`src/verilog/swt_pkg.sv`:
```
package swt_pkg;
    // Register map on the plain software port
    localparam logic [3:0] CLOCK_CONTROL_OFFSET = 4'h0;
    localparam logic [3:0] WATCHDOG_CONTROL_OFFSET = 4'h1;
    localparam logic [3:0] IRQ_ENABLE_OFFSET = 4'h2;
    localparam logic [3:0] IRQ_STATUS_OFFSET = 4'h3;
    localparam logic [3:0] IRQ_CLEAR_OFFSET = 4'h4;
    localparam int ADDR_WIDTH = 4;
    localparam int DATA_WIDTH = 8;
    // Field positions
    localparam int INTERVAL_SEL_HI_BIT = 7;
    localparam int INTERVAL_SEL_LO_BIT = 6;
    localparam int RESTART_BIT = 0;
    localparam int RESET_ENABLE_BIT = 1;
    localparam int RESET_CAUSE_BIT = 2;
    localparam int TIMEOUT_FLAG_BIT = 3;
    localparam int WDT_IRQ_ENABLE_BIT = 4;
    localparam int GLOBAL_IRQ_ENABLE_BIT = 7;
    localparam int EVT_TIMEOUT_BIT = 0;
    localparam int EVT_WDT_RESET_BIT = 1;
    localparam int EVT_COUNT = 2;
    // Reset values
    localparam logic [7:0] CLOCK_CONTROL_RESET = 8'h00;
    localparam logic [7:0] WATCHDOG_CONTROL_RESET = 8'h00;
    // Divider chain taps per interval code, longer for larger codes
    localparam int DIV_WIDTH = 26;
    // Shortest tap kept small so a full time-out fits a short run
    localparam int TAP_CODE0 = 15;
    localparam int TAP_CODE1 = 20;
    localparam int TAP_CODE2 = 23;
    localparam int TAP_CODE3 = 26;
    // Timing
    localparam int RESET_DELAY_CLOCKS = 512;
    localparam int CLOCKS_PER_MACHINE_CYCLE = 4;
    localparam int RESET_HOLD_MACHINE_CYCLES = 2;
    localparam int RESET_HOLD_CLOCKS = CLOCKS_PER_MACHINE_CYCLE * RESET_HOLD_MACHINE_CYCLES;
    localparam int WAIT_WIDTH = 10;
    typedef enum logic [1:0] {SWT_COUNT, SWT_WAIT, SWT_RESET} swt_state_t;
endpackage : swt_pkg

```
`src/verilog/swt_divider.sv`:
```
`timescale 1ns/1ns
// Free-running divider chain; pulses once when the selected tap completes
module swt_divider
    import swt_pkg::*;
(
    input wire logic i_clock,
    input wire logic i_rst_n,
    input wire logic i_restart,
    input wire logic [1:0] i_interval_sel,
    output logic o_interval_done
);
    logic [DIV_WIDTH-1:0] count_reg;
    logic [DIV_WIDTH-1:0] count_next;
    logic done_next;
    logic done_reg;

    function automatic logic [DIV_WIDTH-1:0] tap_limit(input logic [1:0] sel);
        logic [DIV_WIDTH:0] full;
        begin
            full = '0;
            case (sel)
                2'h0: full[TAP_CODE0] = 1'b1;
                2'h1: full[TAP_CODE1] = 1'b1;
                2'h2: full[TAP_CODE2] = 1'b1;
                default: full[TAP_CODE3] = 1'b1;
            endcase
            tap_limit = DIV_WIDTH'(full - 1'b1);
        end
    endfunction : tap_limit

    always_comb
    begin
        done_next = 1'b0;
        if (i_restart)
        begin
            count_next = '0;
        end
        else if (count_reg >= tap_limit(i_interval_sel))
        begin
            count_next = '0;
            done_next = 1'b1;
        end
        else
        begin
            count_next = count_reg + 1'b1;
        end
    end

    always_ff @(posedge i_clock or negedge i_rst_n)
    begin
        if (!i_rst_n)
        begin
            count_reg <= '0;
            done_reg <= 1'b0;
        end
        else
        begin
            count_reg <= count_next;
            done_reg <= done_next;
        end
    end

    assign o_interval_done = done_reg;
endmodule : swt_divider

```
`src/verilog/swt_watchdog.sv`:
```
`timescale 1ns/1ns
module swt_watchdog
    import swt_pkg::*;
(
    input wire logic i_clock,
    input wire logic i_rst_n,
    input wire logic [swt_pkg::ADDR_WIDTH-1:0] i_addr,
    input wire logic [swt_pkg::DATA_WIDTH-1:0] i_wdata,
    input wire logic i_write,
    input wire logic i_read,
    output logic [swt_pkg::DATA_WIDTH-1:0] o_rdata,
    output logic o_wdt_irq,
    output logic o_sys_reset,
    output logic o_irq
);
    import swt_pkg::*;

    swt_state_t state_reg;
    swt_state_t state_next;
    logic [WAIT_WIDTH-1:0] wait_reg;
    logic [WAIT_WIDTH-1:0] wait_next;
    logic [7:0] clock_control_reg;
    logic [7:0] clock_control_next;
    logic timeout_flag_reg;
    logic timeout_flag_next;
    logic reset_enable_reg;
    logic reset_enable_next;
    logic reset_cause_flag_reg;
    logic reset_cause_flag_next;
    logic wdt_irq_enable_reg;
    logic wdt_irq_enable_next;
    logic global_irq_enable_reg;
    logic global_irq_enable_next;
    logic [EVT_COUNT-1:0] evt_status_reg;
    logic [EVT_COUNT-1:0] evt_status_next;
    logic [EVT_COUNT-1:0] evt_enable_reg;
    logic [EVT_COUNT-1:0] evt_enable_next;
    logic [DATA_WIDTH-1:0] rdata_reg;
    logic [DATA_WIDTH-1:0] rdata_next;
    logic restart;
    logic interval_done;
    logic reset_fire;
    logic [EVT_COUNT-1:0] evt_pulse;

    function automatic logic hit(input logic [ADDR_WIDTH-1:0] addr, input logic [ADDR_WIDTH-1:0] offs);
        hit = (addr == offs);
    endfunction : hit

    // Restart is a write strobe, never stored, so it always reads back zero
    assign restart = i_write && hit(i_addr, WATCHDOG_CONTROL_OFFSET) && i_wdata[RESTART_BIT];

    swt_divider u_divider
    (
        .i_clock(i_clock),
        .i_rst_n(i_rst_n),
        .i_restart(restart),
        .i_interval_sel({clock_control_reg[INTERVAL_SEL_HI_BIT], clock_control_reg[INTERVAL_SEL_LO_BIT]}),
        .o_interval_done(interval_done)
    );

    // Time-out and reset state machine
    always_comb
    begin
        state_next = state_reg;
        wait_next = wait_reg;
        reset_fire = 1'b0;
        case (state_reg)
            SWT_COUNT:
            begin
                if (interval_done && !restart)
                begin
                    state_next = SWT_WAIT;
                    wait_next = '0;
                end
            end
            SWT_WAIT:
            begin
                if (restart)
                begin
                    state_next = SWT_COUNT;
                end
                else if (wait_reg == WAIT_WIDTH'(RESET_DELAY_CLOCKS - 1))
                begin
                    if (reset_enable_reg)
                    begin
                        state_next = SWT_RESET;
                        wait_next = '0;
                        reset_fire = 1'b1;
                    end
                    else
                    begin
                        state_next = SWT_COUNT;
                    end
                end
                else
                begin
                    wait_next = wait_reg + 1'b1;
                end
            end
            SWT_RESET:
            begin
                if (wait_reg == WAIT_WIDTH'(RESET_HOLD_CLOCKS - 1))
                begin
                    state_next = SWT_COUNT;
                end
                else
                begin
                    wait_next = wait_reg + 1'b1;
                end
            end
            default:
            begin
                state_next = SWT_COUNT;
            end
        endcase
    end

    always_ff @(posedge i_clock or negedge i_rst_n)
    begin
        if (!i_rst_n)
        begin
            state_reg <= SWT_COUNT;
            wait_reg <= '0;
        end
        else
        begin
            state_reg <= state_next;
            wait_reg <= wait_next;
        end
    end

    // Control and flag registers; hardware set wins over a software clear
    always_comb
    begin
        clock_control_next = clock_control_reg;
        timeout_flag_next = timeout_flag_reg;
        reset_enable_next = reset_enable_reg;
        reset_cause_flag_next = reset_cause_flag_reg;
        wdt_irq_enable_next = wdt_irq_enable_reg;
        global_irq_enable_next = global_irq_enable_reg;
        if (i_write)
        begin
            if (hit(i_addr, CLOCK_CONTROL_OFFSET))
            begin
                clock_control_next = i_wdata;
            end
            else if (hit(i_addr, WATCHDOG_CONTROL_OFFSET))
            begin
                timeout_flag_next = i_wdata[TIMEOUT_FLAG_BIT];
                reset_enable_next = i_wdata[RESET_ENABLE_BIT];
                reset_cause_flag_next = i_wdata[RESET_CAUSE_BIT];
                wdt_irq_enable_next = i_wdata[WDT_IRQ_ENABLE_BIT];
                global_irq_enable_next = i_wdata[GLOBAL_IRQ_ENABLE_BIT];
            end
        end
        if (interval_done)
        begin
            timeout_flag_next = 1'b1;
        end
        if (reset_fire)
        begin
            reset_cause_flag_next = 1'b1;
        end
    end

    // Flags survive the watchdog reset pulse: only the pin reset or a software write clears them
    always_ff @(posedge i_clock or negedge i_rst_n)
    begin
        if (!i_rst_n)
        begin
            clock_control_reg <= CLOCK_CONTROL_RESET;
            timeout_flag_reg <= WATCHDOG_CONTROL_RESET[TIMEOUT_FLAG_BIT];
            reset_enable_reg <= WATCHDOG_CONTROL_RESET[RESET_ENABLE_BIT];
            reset_cause_flag_reg <= WATCHDOG_CONTROL_RESET[RESET_CAUSE_BIT];
            wdt_irq_enable_reg <= WATCHDOG_CONTROL_RESET[WDT_IRQ_ENABLE_BIT];
            global_irq_enable_reg <= WATCHDOG_CONTROL_RESET[GLOBAL_IRQ_ENABLE_BIT];
        end
        else
        begin
            clock_control_reg <= clock_control_next;
            timeout_flag_reg <= timeout_flag_next;
            reset_enable_reg <= reset_enable_next;
            reset_cause_flag_reg <= reset_cause_flag_next;
            wdt_irq_enable_reg <= wdt_irq_enable_next;
            global_irq_enable_reg <= global_irq_enable_next;
        end
    end

    // Sticky event status, enable and write-one-to-clear
    assign evt_pulse[EVT_TIMEOUT_BIT] = interval_done;
    assign evt_pulse[EVT_WDT_RESET_BIT] = reset_fire;

    always_comb
    begin
        evt_enable_next = evt_enable_reg;
        evt_status_next = evt_status_reg;
        if (i_write && hit(i_addr, IRQ_ENABLE_OFFSET))
        begin
            evt_enable_next = i_wdata[EVT_COUNT-1:0];
        end
        if (i_write && hit(i_addr, IRQ_CLEAR_OFFSET))
        begin
            evt_status_next = evt_status_next & ~i_wdata[EVT_COUNT-1:0];
        end
        evt_status_next = evt_status_next | evt_pulse;
    end

    always_ff @(posedge i_clock or negedge i_rst_n)
    begin
        if (!i_rst_n)
        begin
            evt_enable_reg <= '0;
            evt_status_reg <= '0;
        end
        else
        begin
            evt_enable_reg <= evt_enable_next;
            evt_status_reg <= evt_status_next;
        end
    end

    // Read data: one cycle after the strobe, zero otherwise and for unmapped addresses
    always_comb
    begin
        rdata_next = '0;
        if (i_read)
        begin
            if (hit(i_addr, CLOCK_CONTROL_OFFSET))
            begin
                rdata_next = clock_control_reg;
            end
            else if (hit(i_addr, WATCHDOG_CONTROL_OFFSET))
            begin
                rdata_next[TIMEOUT_FLAG_BIT] = timeout_flag_reg;
                rdata_next[RESET_ENABLE_BIT] = reset_enable_reg;
                rdata_next[RESET_CAUSE_BIT] = reset_cause_flag_reg;
                rdata_next[WDT_IRQ_ENABLE_BIT] = wdt_irq_enable_reg;
                rdata_next[GLOBAL_IRQ_ENABLE_BIT] = global_irq_enable_reg;
            end
            else if (hit(i_addr, IRQ_ENABLE_OFFSET))
            begin
                rdata_next[EVT_COUNT-1:0] = evt_enable_reg;
            end
            else if (hit(i_addr, IRQ_STATUS_OFFSET))
            begin
                rdata_next[EVT_COUNT-1:0] = evt_status_reg;
            end
        end
    end

    always_ff @(posedge i_clock or negedge i_rst_n)
    begin
        if (!i_rst_n)
        begin
            rdata_reg <= '0;
        end
        else
        begin
            rdata_reg <= rdata_next;
        end
    end

    assign o_rdata = rdata_reg;
    // Level request while the flag stands, gated by both enables, independent of reset enable
    assign o_wdt_irq = timeout_flag_reg && wdt_irq_enable_reg && global_irq_enable_reg;
    assign o_sys_reset = (state_reg == SWT_RESET);
    assign o_irq = |(evt_status_reg & evt_enable_reg);
endmodule : swt_watchdog
```
`config.mk`:
```
export PLATFORM = sky130hd
export DESIGN_NAME = swt_watchdog
export DESIGN_NICKNAME = d
export VERILOG_FILES = /design/src/verilog/swt_pkg.sv /design/src/verilog/swt_divider.sv /design/src/verilog/swt_watchdog.sv
export SDC_FILE = /design/constraint.sdc
export NUM_CORES = 1
export LEC_CHECK = 0
export ABC_AREA = 1
export BUFFER_PORTS_ARGS = -buffer_cell sky130_fd_sc_hd__buf_2
export CAP_MARGIN = 20
export CORE_ASPECT_RATIO = 0.9
export CORE_UTILIZATION = 55
export DETAILED_ROUTE_END_ITERATION = 8
export PLACE_DENSITY = 0.73
export REMOVE_ABC_BUFFERS = 1
export SYNTH_ARGS = -nofsm -noshare
export SYNTH_HDL_FRONTEND = slang
export SYNTH_SLANG_ARGS = --single-unit
```
`constraint.sdc`:
```
create_clock -name i_clock -period 2.1 [get_ports i_clock]
set_clock_uncertainty 0.05 [all_clocks]
set_input_delay 0 -clock i_clock [delete_from_list [all_inputs] [get_ports i_clock]]
set_output_delay 0 -clock i_clock [all_outputs]
set_load 0.01 [all_outputs]
```
# Word level (Yosys, flattened, before mapping)
# Index checks and enable logic that the tools add are counted.
[classes] magnitude_cmp=1 n_addsub=3 n_eq_ne=18 n_reduce_logical=23 n_bitwise=5 muxes=45
[op_table] cell="26-bit two-way mux" count=2
[op_table] cell="10-bit two-way mux" count=5
[op_table] cell="10-bit one-hot mux with 3 select lines" count=1
[op_table] cell="26-bit by 1-bit adder with 26-bit output (second input constant)" count=1
[op_table] cell="26-bit >= comparator" count=1
[op_table] cell="24-bit by 1-bit subtractor with 25-bit output (second input constant)" count=1
[op_table] cell="1-bit two-way mux" count=24
[op_table] cell="2-bit two-way mux" count=9
[op_table] cell="3-bit AND reduction" count=4
[op_table] cell="10-bit by 1-bit adder with 10-bit output (second input constant)" count=1
[op_table] cell="10-bit by 3-bit == test with 1-bit output (second input constant)" count=1
[op_table] cell="10-bit by 9-bit == test with 1-bit output (second input constant)" count=1
[op_table] cell="4-bit by 2-bit == test with 1-bit output (second input constant)" count=2
[op_table] cell="8-bit two-way mux" count=1
[op_table] cell="2-bit != test (second input constant)" count=4
[op_table] cell="2-bit nonzero test" count=4
[op_table] cell="1-bit logical AND" count=7
[op_table] cell="3-bit != test (second input constant)" count=2
[op_table] cell="2-bit one-hot mux with 3 select lines" count=1
[op_table] cell="5-bit two-way mux" count=1
[op_table] cell="5-bit AND reduction" count=1
[op_table] cell="2-bit AND" count=2
[op_table] cell="2-bit by 1-bit == test with 1-bit output (second input constant)" count=2
[op_table] cell="2-bit == test (second input constant)" count=2
[op_table] cell="13 further kinds" count=15
[word_totals] out_inout_bits=11 inputBits=16 regBits=64 wordCells=108

# Depth between registers and ports, before layout
# Gate-level depths: netlist of the first run.
[logic_depth] depth_word=8 depth_mapped=15 ltp_nobuf=14

# Cells and area by module
# Synthesis of the first run repeated with hierarchy kept, for this count alone.
[unflattened] hier_cells=494 area_unflattened_um2=3823.7
[modules_own_cells] mod="swt_watchdog" n_inst=1 area_per_inst_um2=2010.7 cells_each=249 seq_area_each_um2=925.9
[modules_own_cells] mod="swt_divider" n_inst=1 area_per_inst_um2=1813.0 cells_each=245 seq_area_each_um2=675.6

# Worst setup path before layout of the first run
# No wires, ideal clock.
[synth_path] path_kind="flip-flop to flip-flop" from="register clock_control_reg[6]" to="register u_divider.count_reg[9]" slack_ns=0.062 stages_incl_launch_ff=15 arrival_time_ns=1.862 required_ns=1.923 n_path_buf=1 setup_time_ns=0.127 path_cell_list="dfrtp_1 > inv_2 > nand2_4 > ha_1 > ha_1 > nand2_1 > inv_1 > nand2_1 > o21ai_1 > nand2_1 > nand2_1 > nor2_2 > nand2_4 > buf_12 > nor2_4"
[synth_between] elab_chain_cells=7
[synth_rtl] element="start, declared" line_no="swt_watchdog.sv:22" source="logic [7:0] clock_control_reg;"
[synth_rtl] element="start signal, assigned" line_no="swt_watchdog.sv:180" source="clock_control_reg <= clock_control_next;"
[synth_rtl] element="2-bit by 1-bit == test with 1-bit output, or another cell as far along"
[synth_rtl] element="1-bit two-way mux" line_no="swt_divider.sv:21" source="case (sel)"
[synth_rtl] element="1-bit two-way mux" line_no="swt_divider.sv:34" source="if (i_restart)"
[synth_rtl] element="24-bit by 1-bit subtractor with 25-bit output (*)" line_no="swt_divider.sv:27" source="tap_limit = DIV_WIDTH'(full - 1'b1);"
[synth_rtl] element="26-bit >= comparator (*)" line_no="swt_divider.sv:38" source="else if (count_reg >= tap_limit(i_interval_sel))"
[synth_rtl] element="26-bit two-way mux (*)" line_no="swt_divider.sv:38"
[synth_rtl] element="26-bit two-way mux (*)" line_no="swt_divider.sv:34"
[synth_rtl] element="via u_divider.count_next[9]" line_no="swt_divider.sv:13" source="logic [DIV_WIDTH-1:0] count_next;"
[synth_rtl] element="end signal, assigned" line_no="swt_divider.sv:58" source="count_reg <= count_next;"
[synth_rtl] element="end, declared" line_no="swt_divider.sv:12" source="logic [DIV_WIDTH-1:0] count_reg;"
# The timed path passes the listed nets; every way through them passes the cells marked *. The select of a mux whose other input is x is not followed.
# A chain may end at the register's enable or synchronous reset.

# Final worst setup path of the first run
[layout_path] from="register clock_control_reg[7]" to="register u_divider.count_reg[16]"
# The elaborated chain is that of the path after synthesis.

==> key figures, run 1 <==
Floorplanning
  • Die height: 83.44 um
  • Core footprint: between 7000 and 8000 um2
  • DIE AREA: 7716 um2
  • Initial Utilization: 57.28%
  • I/O pin cnt: 27
  • DIE WIDTH: a little over 90 um
  • Row count: 29

Cells and area
  • Layout Nets: between 600 and 700
  • Final Core Density: ~70%
  • # diodes: 0
  • Largest register FFs: 26
  • Layout cells sized above 1: slightly above 20%
  • Area grow syn2layout: 20.38%
  • Most common cell after layout, fill and taps aside: nand2_1
  • Most frequent cells in the layout: nand2_1 (175), dfrtp_1 (64), nor2_1 (55)

Global routing
  • Vias in the first global route: between 3,000 and 4,000
  • GR Layer Usage met3: approximately 6.6%
  • Total track usage: a little over a quarter
  • Global routing usage on met1: a little under two fifths
  • First-pass GRT wire length: about 17,000 um
  • Gr ovfl total: 0
  • Antenna violations before repair: 0
  • Grt met2 use: 43.37%
  • Largest net degree at the start of global routing: 65
  • GR peak layer: met2

Worst setup path
  • Crit path cell chain: inv_2 > nand2_2 > ha_4 > ha_4 > nand2_2 > inv_2 > nand2_1 > o21ai_1 > nand2_1 > nand2_2 > nor2_4 > nand2_4 > buf_12 > nor2_4
  • CP dominant cell by count: nand2_2
  • Crit-path max cell delay: around 0.39 ns
  • Crit path kind: reg -> reg
  • CP Data Arrival Time: approximately 2.4 ns
  • Setup crit end kind: register
  • CP Max Fanout: 6
  • Slowest cell on crit path: dfrtp_1
  • CP required: 2.28 ns
  • Reg-to-reg critical path startpoint: clock_control_reg[7]
  • Worst setup SP type: register
  • Crit. Startpoint: clock_control_reg[7]

Routing
  • Initial DRC count: about 220
  • DR WL/cell: between 10 and 15 um
  • DR vias: approximately 3,800
  • Post-route ant nets: 0
  • TritonRoute pass-1 iters: 5
  • Vias/cell: 5.327
  • Residual DRC: 0
  • Final wirelength: 9796 um

Logic synthesis
  • Mean Syn Cell Area: approximately 7.3 um2
  • Synth cell types: 37
  • Sequential area share after synthesis: between 30 and 40%
  • Area of the mapped netlist: roughly 4100 um2
  • Syn. warnings: 0
  • Synthesized flop and latch total: between 60 and 70
  • Synth Instances: ~550

Timing
  • Final period util: 103.4%
  • Relative slew slack: 66.54%
  • Min cycle time layout: approximately 2.2 ns
  • Max-slew violation count: 0
  • Max Clk Rate: 460.4 MHz
  • Setup violators final: 26
  • Final Hold Vio Count: 0
  • Slew @ Worst Pin: approximately 0.50 ns
  • Setup ws final: -0.07192 ns
  • RSZ-0062 raised after global routing: yes

CTS
  • Num CTS Buffers: 9
  • CTS clk-pin slew, worst paths: about 0.08 ns
  • Clock Sinks: 64
  • Clock Tree Buf Depth: 2
  • Root buffer cell: clkbuf_8
  • Clk_lat worst skew: ~0.35 ns
  • CTS H-tree lvls: 3
  • CTS tree: done

Outcome
  • Failing checks: setup timing
  • Run status: finished with violations

Power and ir drop
  • VDD IR max: approximately 0.00057 V
  • Leak: approximately 2.3 nW
  • Pwr per Cell Area: between 800 and 900 nW/um2
  • Design Power: 3.923 mW

Placed design
  • Post-DP HPWL: around 6800 um
  • GPL Wtd Cong: 0.9622
  • Input/output buffers: 26
  • Dpl ws: -0.03762 ns

Min path
  • Hold Crit Class: in -> async

Run
  • Max_cap viols: 0
==> path summary, 6_finish.rpt <==
check	end	slack, ns	depth (start not counted)
hold reg to reg	clock_control_reg[1]	0.44	2
setup / recovery	u_divider.count_reg[16]	-0.07	14
setup reg to reg	u_divider.count_reg[16]	-0.07	14
min in group i_clock	clock_control_reg[5]	0.41	4
hold / removal	u_divider.count_reg[20]	0.13	3
max in group asynchronous	u_divider.count_reg[6]	1.58	3
==> cell families (layout without fill, tap and decap cells) <==
kind of cell | count (synthesis) | in the layout | synth area share, %
flops | 64 | 64 | 39.52
buf+inv | 67 | 135 | 7.132
simple gates | 357 | 357 | 41.93
mux | 2 | 2 | 0.5248
xor+xnor | 2 | 2 | 0.4323
compound gates | 47 | 47 | 6.453
fa+ha+maj | 13 | 13 | 4.014
==> cells in the mapped netlist (all sizes together) <==
| cell type | n | area, um2 |
|---|---|---|
| nand3 | 51 | 255.2 |
| nand2 | 182 | 703.2 |
| nor2 | 92 | 533.0 |
| or2 | 8 | 50.05 |
| nand4 | 8 | 56.30 |
| o21bai | 1 | 7.510 |
| ha | 13 | 162.7 |
| a21oi | 16 | 80.08 |
| and3 | 1 | 6.260 |
| a31oi | 1 | 6.260 |
| dfrtp | 64 | 1602 |
| or3 | 1 | 6.260 |
| a22o | 1 | 8.760 |
| o221ai | 1 | 8.760 |
| clkbuf | 1 | 3.750 |
| a211oi | 2 | 15.01 |
| o21ai | 21 | 105.1 |
| nand3b | 4 | 33.78 |
| inv | 60 | 225.2 |
| mux2i | 1 | 10.01 |
| o211ai | 3 | 22.52 |
| nor3 | 10 | 55.05 |
| xnor2 | 1 | 8.760 |
| buf | 6 | 60.06 |
| xor2 | 1 | 8.760 |
| mux2 | 1 | 11.26 |
| o31ai | 1 | 7.510 |
==> critical path: cells and delay by family (launching register included) <==
family | cells | cell delay (ns)
AOI/OAI and AO/OA | 1 | 0.18
adders and majority gates | 2 | 0.50
buffers and inverters | 3 | 0.32
DFF | 1 | 0.39
and+or+nand+nor | 8 | 0.59
==> repair_timing <==
action / CTS / global route
hold buffers: 16 / 0
endpoints found under the hold margin: 89 / 0
setup endpoints to repair: 17 / 36
gates resized for setup: 8 / 12
setup buffers: 3 / 1
cloned: 1 / 0
pin swaps: 7 / 9
==> per-stage QoR <==
step                hold WS, ns  instance area [um2]  std cells  setup TNS (ns)
finish                   0.1345                 4878        713          -1.333
global placement       -0.01061                 4375        676               0
global route             0.1604                 4878        713          -3.683
floorplan               -0.3456                 3989        545          -2.421
detailed placement    -0.008103                 4375        676        -0.06453
CTS                      0.1571                 4823        712               0
==> area by class of cell <==
class,count,area [um2]
multi-input combinational,421,2242
tap,93,116.4
clock buffer,9,123.9
sequential,64,1602
timing repair buffer,59,491.7
fill,578,2197
clock inverter,7,77.57
inverter,60,225.2
==> power by group <==
group	switching, mW	internal (mW)	leakage [nW]
sequential	0.157	1.40	0.845
combinational	0.781	0.505	1.39
clock	0.524	0.555	0.0885
total	1.46	2.46	2.33
==> per-layer routing <==
metal | part of all wire (%) | vias up
met1 | 46 | 1781
li1 | - | 1896
met4 | 1.7 | 0
met5 | 0 | -
met3 | 5.6 | 19
met2 | 47 | 102
Note: power is estimated with default switching activity, not from simulation.
==> run 2: changes to the inputs <==
--- a/config.mk
+++ b/config.mk
@@ -10,6 +10,7 @@
 export CAP_MARGIN = 20
 export CORE_ASPECT_RATIO = 0.9
 export CORE_UTILIZATION = 55
+export CTS_BUF_LIST = sky130_fd_sc_hd__clkbuf_4
 export DETAILED_ROUTE_END_ITERATION = 8
 export PLACE_DENSITY = 0.73
 export REMOVE_ABC_BUFFERS = 1
==> run 2 against run 1 <==
  * The flow still finishes with violations (setup timing)
  * Combinational power is essentially flat
  * Clock power decreased by 20%
  * Utilization decreased by 0.39 points
  * Critical path type unchanged
  * Highest routed layer unchanged
==> key figures, run 2 (same netlist as run 1, synthesis figures left out) <==
Floorplanning
  • Initial Utilization: 57.28% (unchanged)
  • I/O pin cnt: 27 (unchanged)
  • DIE WIDTH: 92.48 um (unchanged)
  • Core footprint: 7076 um2 (unchanged)
  • Row count: 29 (unchanged)
  • Die height: 83.44 um (unchanged)
  • DIE AREA: 7716 um2 (unchanged)

CTS
  • Num CTS Buffers: 9 (unchanged)
  • Clock Tree Buf Depth: 2 (unchanged)
  • CTS tree: done
  • CTS clk-pin slew, worst paths: 0.12 ns (+0.04 ns)
  • Clock Sinks: 64 (unchanged)
  • CTS H-tree lvls: 3 (unchanged)
  • Root buffer cell: clkbuf_4
  • Clk_lat worst skew: 0.41 ns (+0.06 ns)

Global routing
  • Largest net degree at the start of global routing: 65 (unchanged)
  • Grt met2 use: 43.50% (+0.13 points)
  • GR peak layer: met2
  • GR Layer Usage met3: 4.945% (-1.6 points)
  • Global routing usage on met1: 37.19% (+0.25 points)
  • Gr ovfl total: 0 (unchanged)
  • Total track usage: 27.31% (-0.050 points)
  • First-pass GRT wire length: 16,680 um (about the same)
  • Antenna violations before repair: 0 (unchanged)
  • Vias in the first global route: 3,689 (-0.62%)

Power and ir drop
  • Switching Power: 1.434 mW (-2.0%)
  • Pwr per Cell Area: 765.3 nW/um2 (-4.8%)
  • Sequential Power Share: 41.9% (+2.2 points)
  • Design Power: 3.712 mW (-5.4%)
  • Comb pwr share: 34.9% (+2.1 points)
  • Leak: 2.322 nW (-0.19%)
  • Int Pwr: 2.278 mW (-7.4%)
  • Switching Share: 38.63% (+1.3 points)
  • Clock power frac: 23.3% (-4.2 points)
  • VDD IR max: 0.0004938 V (-14%)

Placed design
  • Post-DP Area: 4375 um2 (unchanged)
  • Input/output buffers: 26 (unchanged)
  • Post-DP HPWL: 6809 um (unchanged)
  • GPL Wtd Cong: 0.9622 (unchanged)

Routing
  • Vias/cell: 5.346 (+0.37%)
  • Residual DRC: 0 (unchanged)
  • DR vias: 3,828 (+0.79%)
  • DR WL/cell: 13.75 um (+0.11%)
  • Post-route ant nets: 0 (unchanged)
  • Final wirelength: 9848 um (+0.53%)
  • Initial DRC count: 213 (-4.9%)
  • TritonRoute pass-1 iters: 5 (unchanged)

Timing
  • Final Hold Vio Count: 0 (unchanged)
  • Min Hold Slack: 0.05751 ns (-0.07703 ns)
  • Min cycle time layout: 2.173 ns (+0.001296 ns)
  • RSZ-0062 raised after global routing: yes
  • Max-slew violation count: 0 (unchanged)
  • Relative slew slack: 65.61% (-0.92 points)
  • Setup violators final: 26 (unchanged)
  • Max Clk Rate: 460.1 MHz (about the same)
  • Final period util: 103.5% (about the same)
  • Slew @ Worst Pin: 0.5145 ns (+0.01382 ns)
  • Setup ws final: -0.07322 ns (-0.001296 ns)

Cells and area
  • # fillers: 583 (+0.87%)
  • # diodes: 0 (unchanged)
  • Layout Nets: 647 (+0.47%)
  • Area grow syn2layout: 19.70%
  • Layout cells sized above 1: 20.39% (+0.063 points)
  • Most frequent cells in the layout: nand2_1 (175), dfrtp_1 (64), inv_1 (54), nor2_1 (54), nand3_1 (50)
  • Post-Layout Inst Area: 4851 um2 (-0.56%)
  • Largest register FFs: 26 (unchanged)
  • Most common cell after layout, fill and taps aside: nand2_1

Min path
  • Hold Crit Class: in -> async

Worst setup path
  • CP Data Arrival Time: 2.42 ns (+0.07 ns)
  • CP Max Fanout: 8 (+2)
  • Setup crit end kind: register
  • Worst setup SP type: register
  • CP required: 2.34 ns (+0.06 ns)
  • Crit path kind: reg -> reg

Outcome
  • Run status: finished with violations
  • Failing checks: setup timing

Run
  • Max_cap viols: 0 (unchanged)
run 2: cell count changes in the layout (fill, tap and decap cells not counted), sizes merged:
cell         previous run  this run
dlygate4sd3            16        19
run 2: final timing paths:
kind,start,slack [ns],cells after the start,to
worst min register to register,clock_control_reg[1],0.45,2,clock_control_reg[1]
min in group i_clock,i_wdata[2],0.34,4,reset_cause_flag_reg
max in group asynchronous,i_rst_n,1.65,3,u_divider.count_reg[6]
worst max-delay path,clock_control_reg[6],-0.07,14,u_divider.count_reg[10]
worst min-delay path,i_rst_n,0.06,3,u_divider.count_reg[20]
worst max register to register,clock_control_reg[6],-0.07,14,u_divider.count_reg[10]
run 2: through the flow:
step | setup TNS (ns) | util [%] | setup slack, ns | cells
floorplan | -2.421 | - | -0.1338 | 545
global placement | 0 | 61.84 | 0.04944 | 676
global route | -4.348 | 68.56 | -0.1970 | 716
finish | -1.315 | 68.56 | -0.07322 | 716
CTS | 0 | 67.39 | 0.0002012 | 714
detailed placement | -0.06453 | 61.84 | -0.03762 | 676
run 2: timing repair:
item                                   4_1_cts  5_1_grt
hold buffers                                19        0
setup endpoints to repair                   19       30
endpoints found under the hold margin       89        0
setup buffers                                3        2
resized for setup                            8       17
cloned                                       1        0
pin swaps                                    3        5
run 2: power groups by stage:
stage | registers, mW | clock network, mW | logic, mW
CTS | 1.55 | 0.888 | 1.23
detailed placement | 1.57 | 0 | 1.17
finish | 1.55 | 0.863 | 1.29
global placement | 1.56 | 0 | 1.12
floorplan | 1.54 | 0 | 0.844
global route | 1.57 | 0.936 | 1.46
run 2: final cells by class:
| class | count | area [um2] | area share (%) |
|---|---|---|---|
| Multi-Input combinational cell | 421 | 2246 | 46.30 |
| Sequential cell | 64 | 1602 | 33.02 |
| Timing Repair Buffer | 62 | 516.7 | 10.65 |
| Inverter | 60 | 225.2 | 4.643 |
| Tap cell | 93 | 116.4 | 2.399 |
| Clock inverter | 7 | 77.57 | 1.599 |
| Clock buffer | 9 | 67.56 | 1.393 |
run 2: worst max-delay path, cell delays in order (launching register included):
cell	delay, ns
dfrtp_1	0.43
inv_2	0.09
nand2_4	0.06
ha_4	0.24
ha_4	0.26
nand2_2	0.05
inv_2	0.06
nand2_1	0.05
o21ai_1	0.16
nand2_1	0.09
nand2_2	0.10
nor2_4	0.04
nand2_4	0.17
buf_12	0.18
nor2_4	0.03
run 2: metal layers:
layer | share of wire (%) | vias up | wire, um
li1 | - | 1898 | -
met4 | 1.8 | 0 | 182
met5 | 0 | - | 0
met1 | 46 | 1792 | 4526
met2 | 46 | 119 | 4573
met3 | 5.7 | 19 | 566
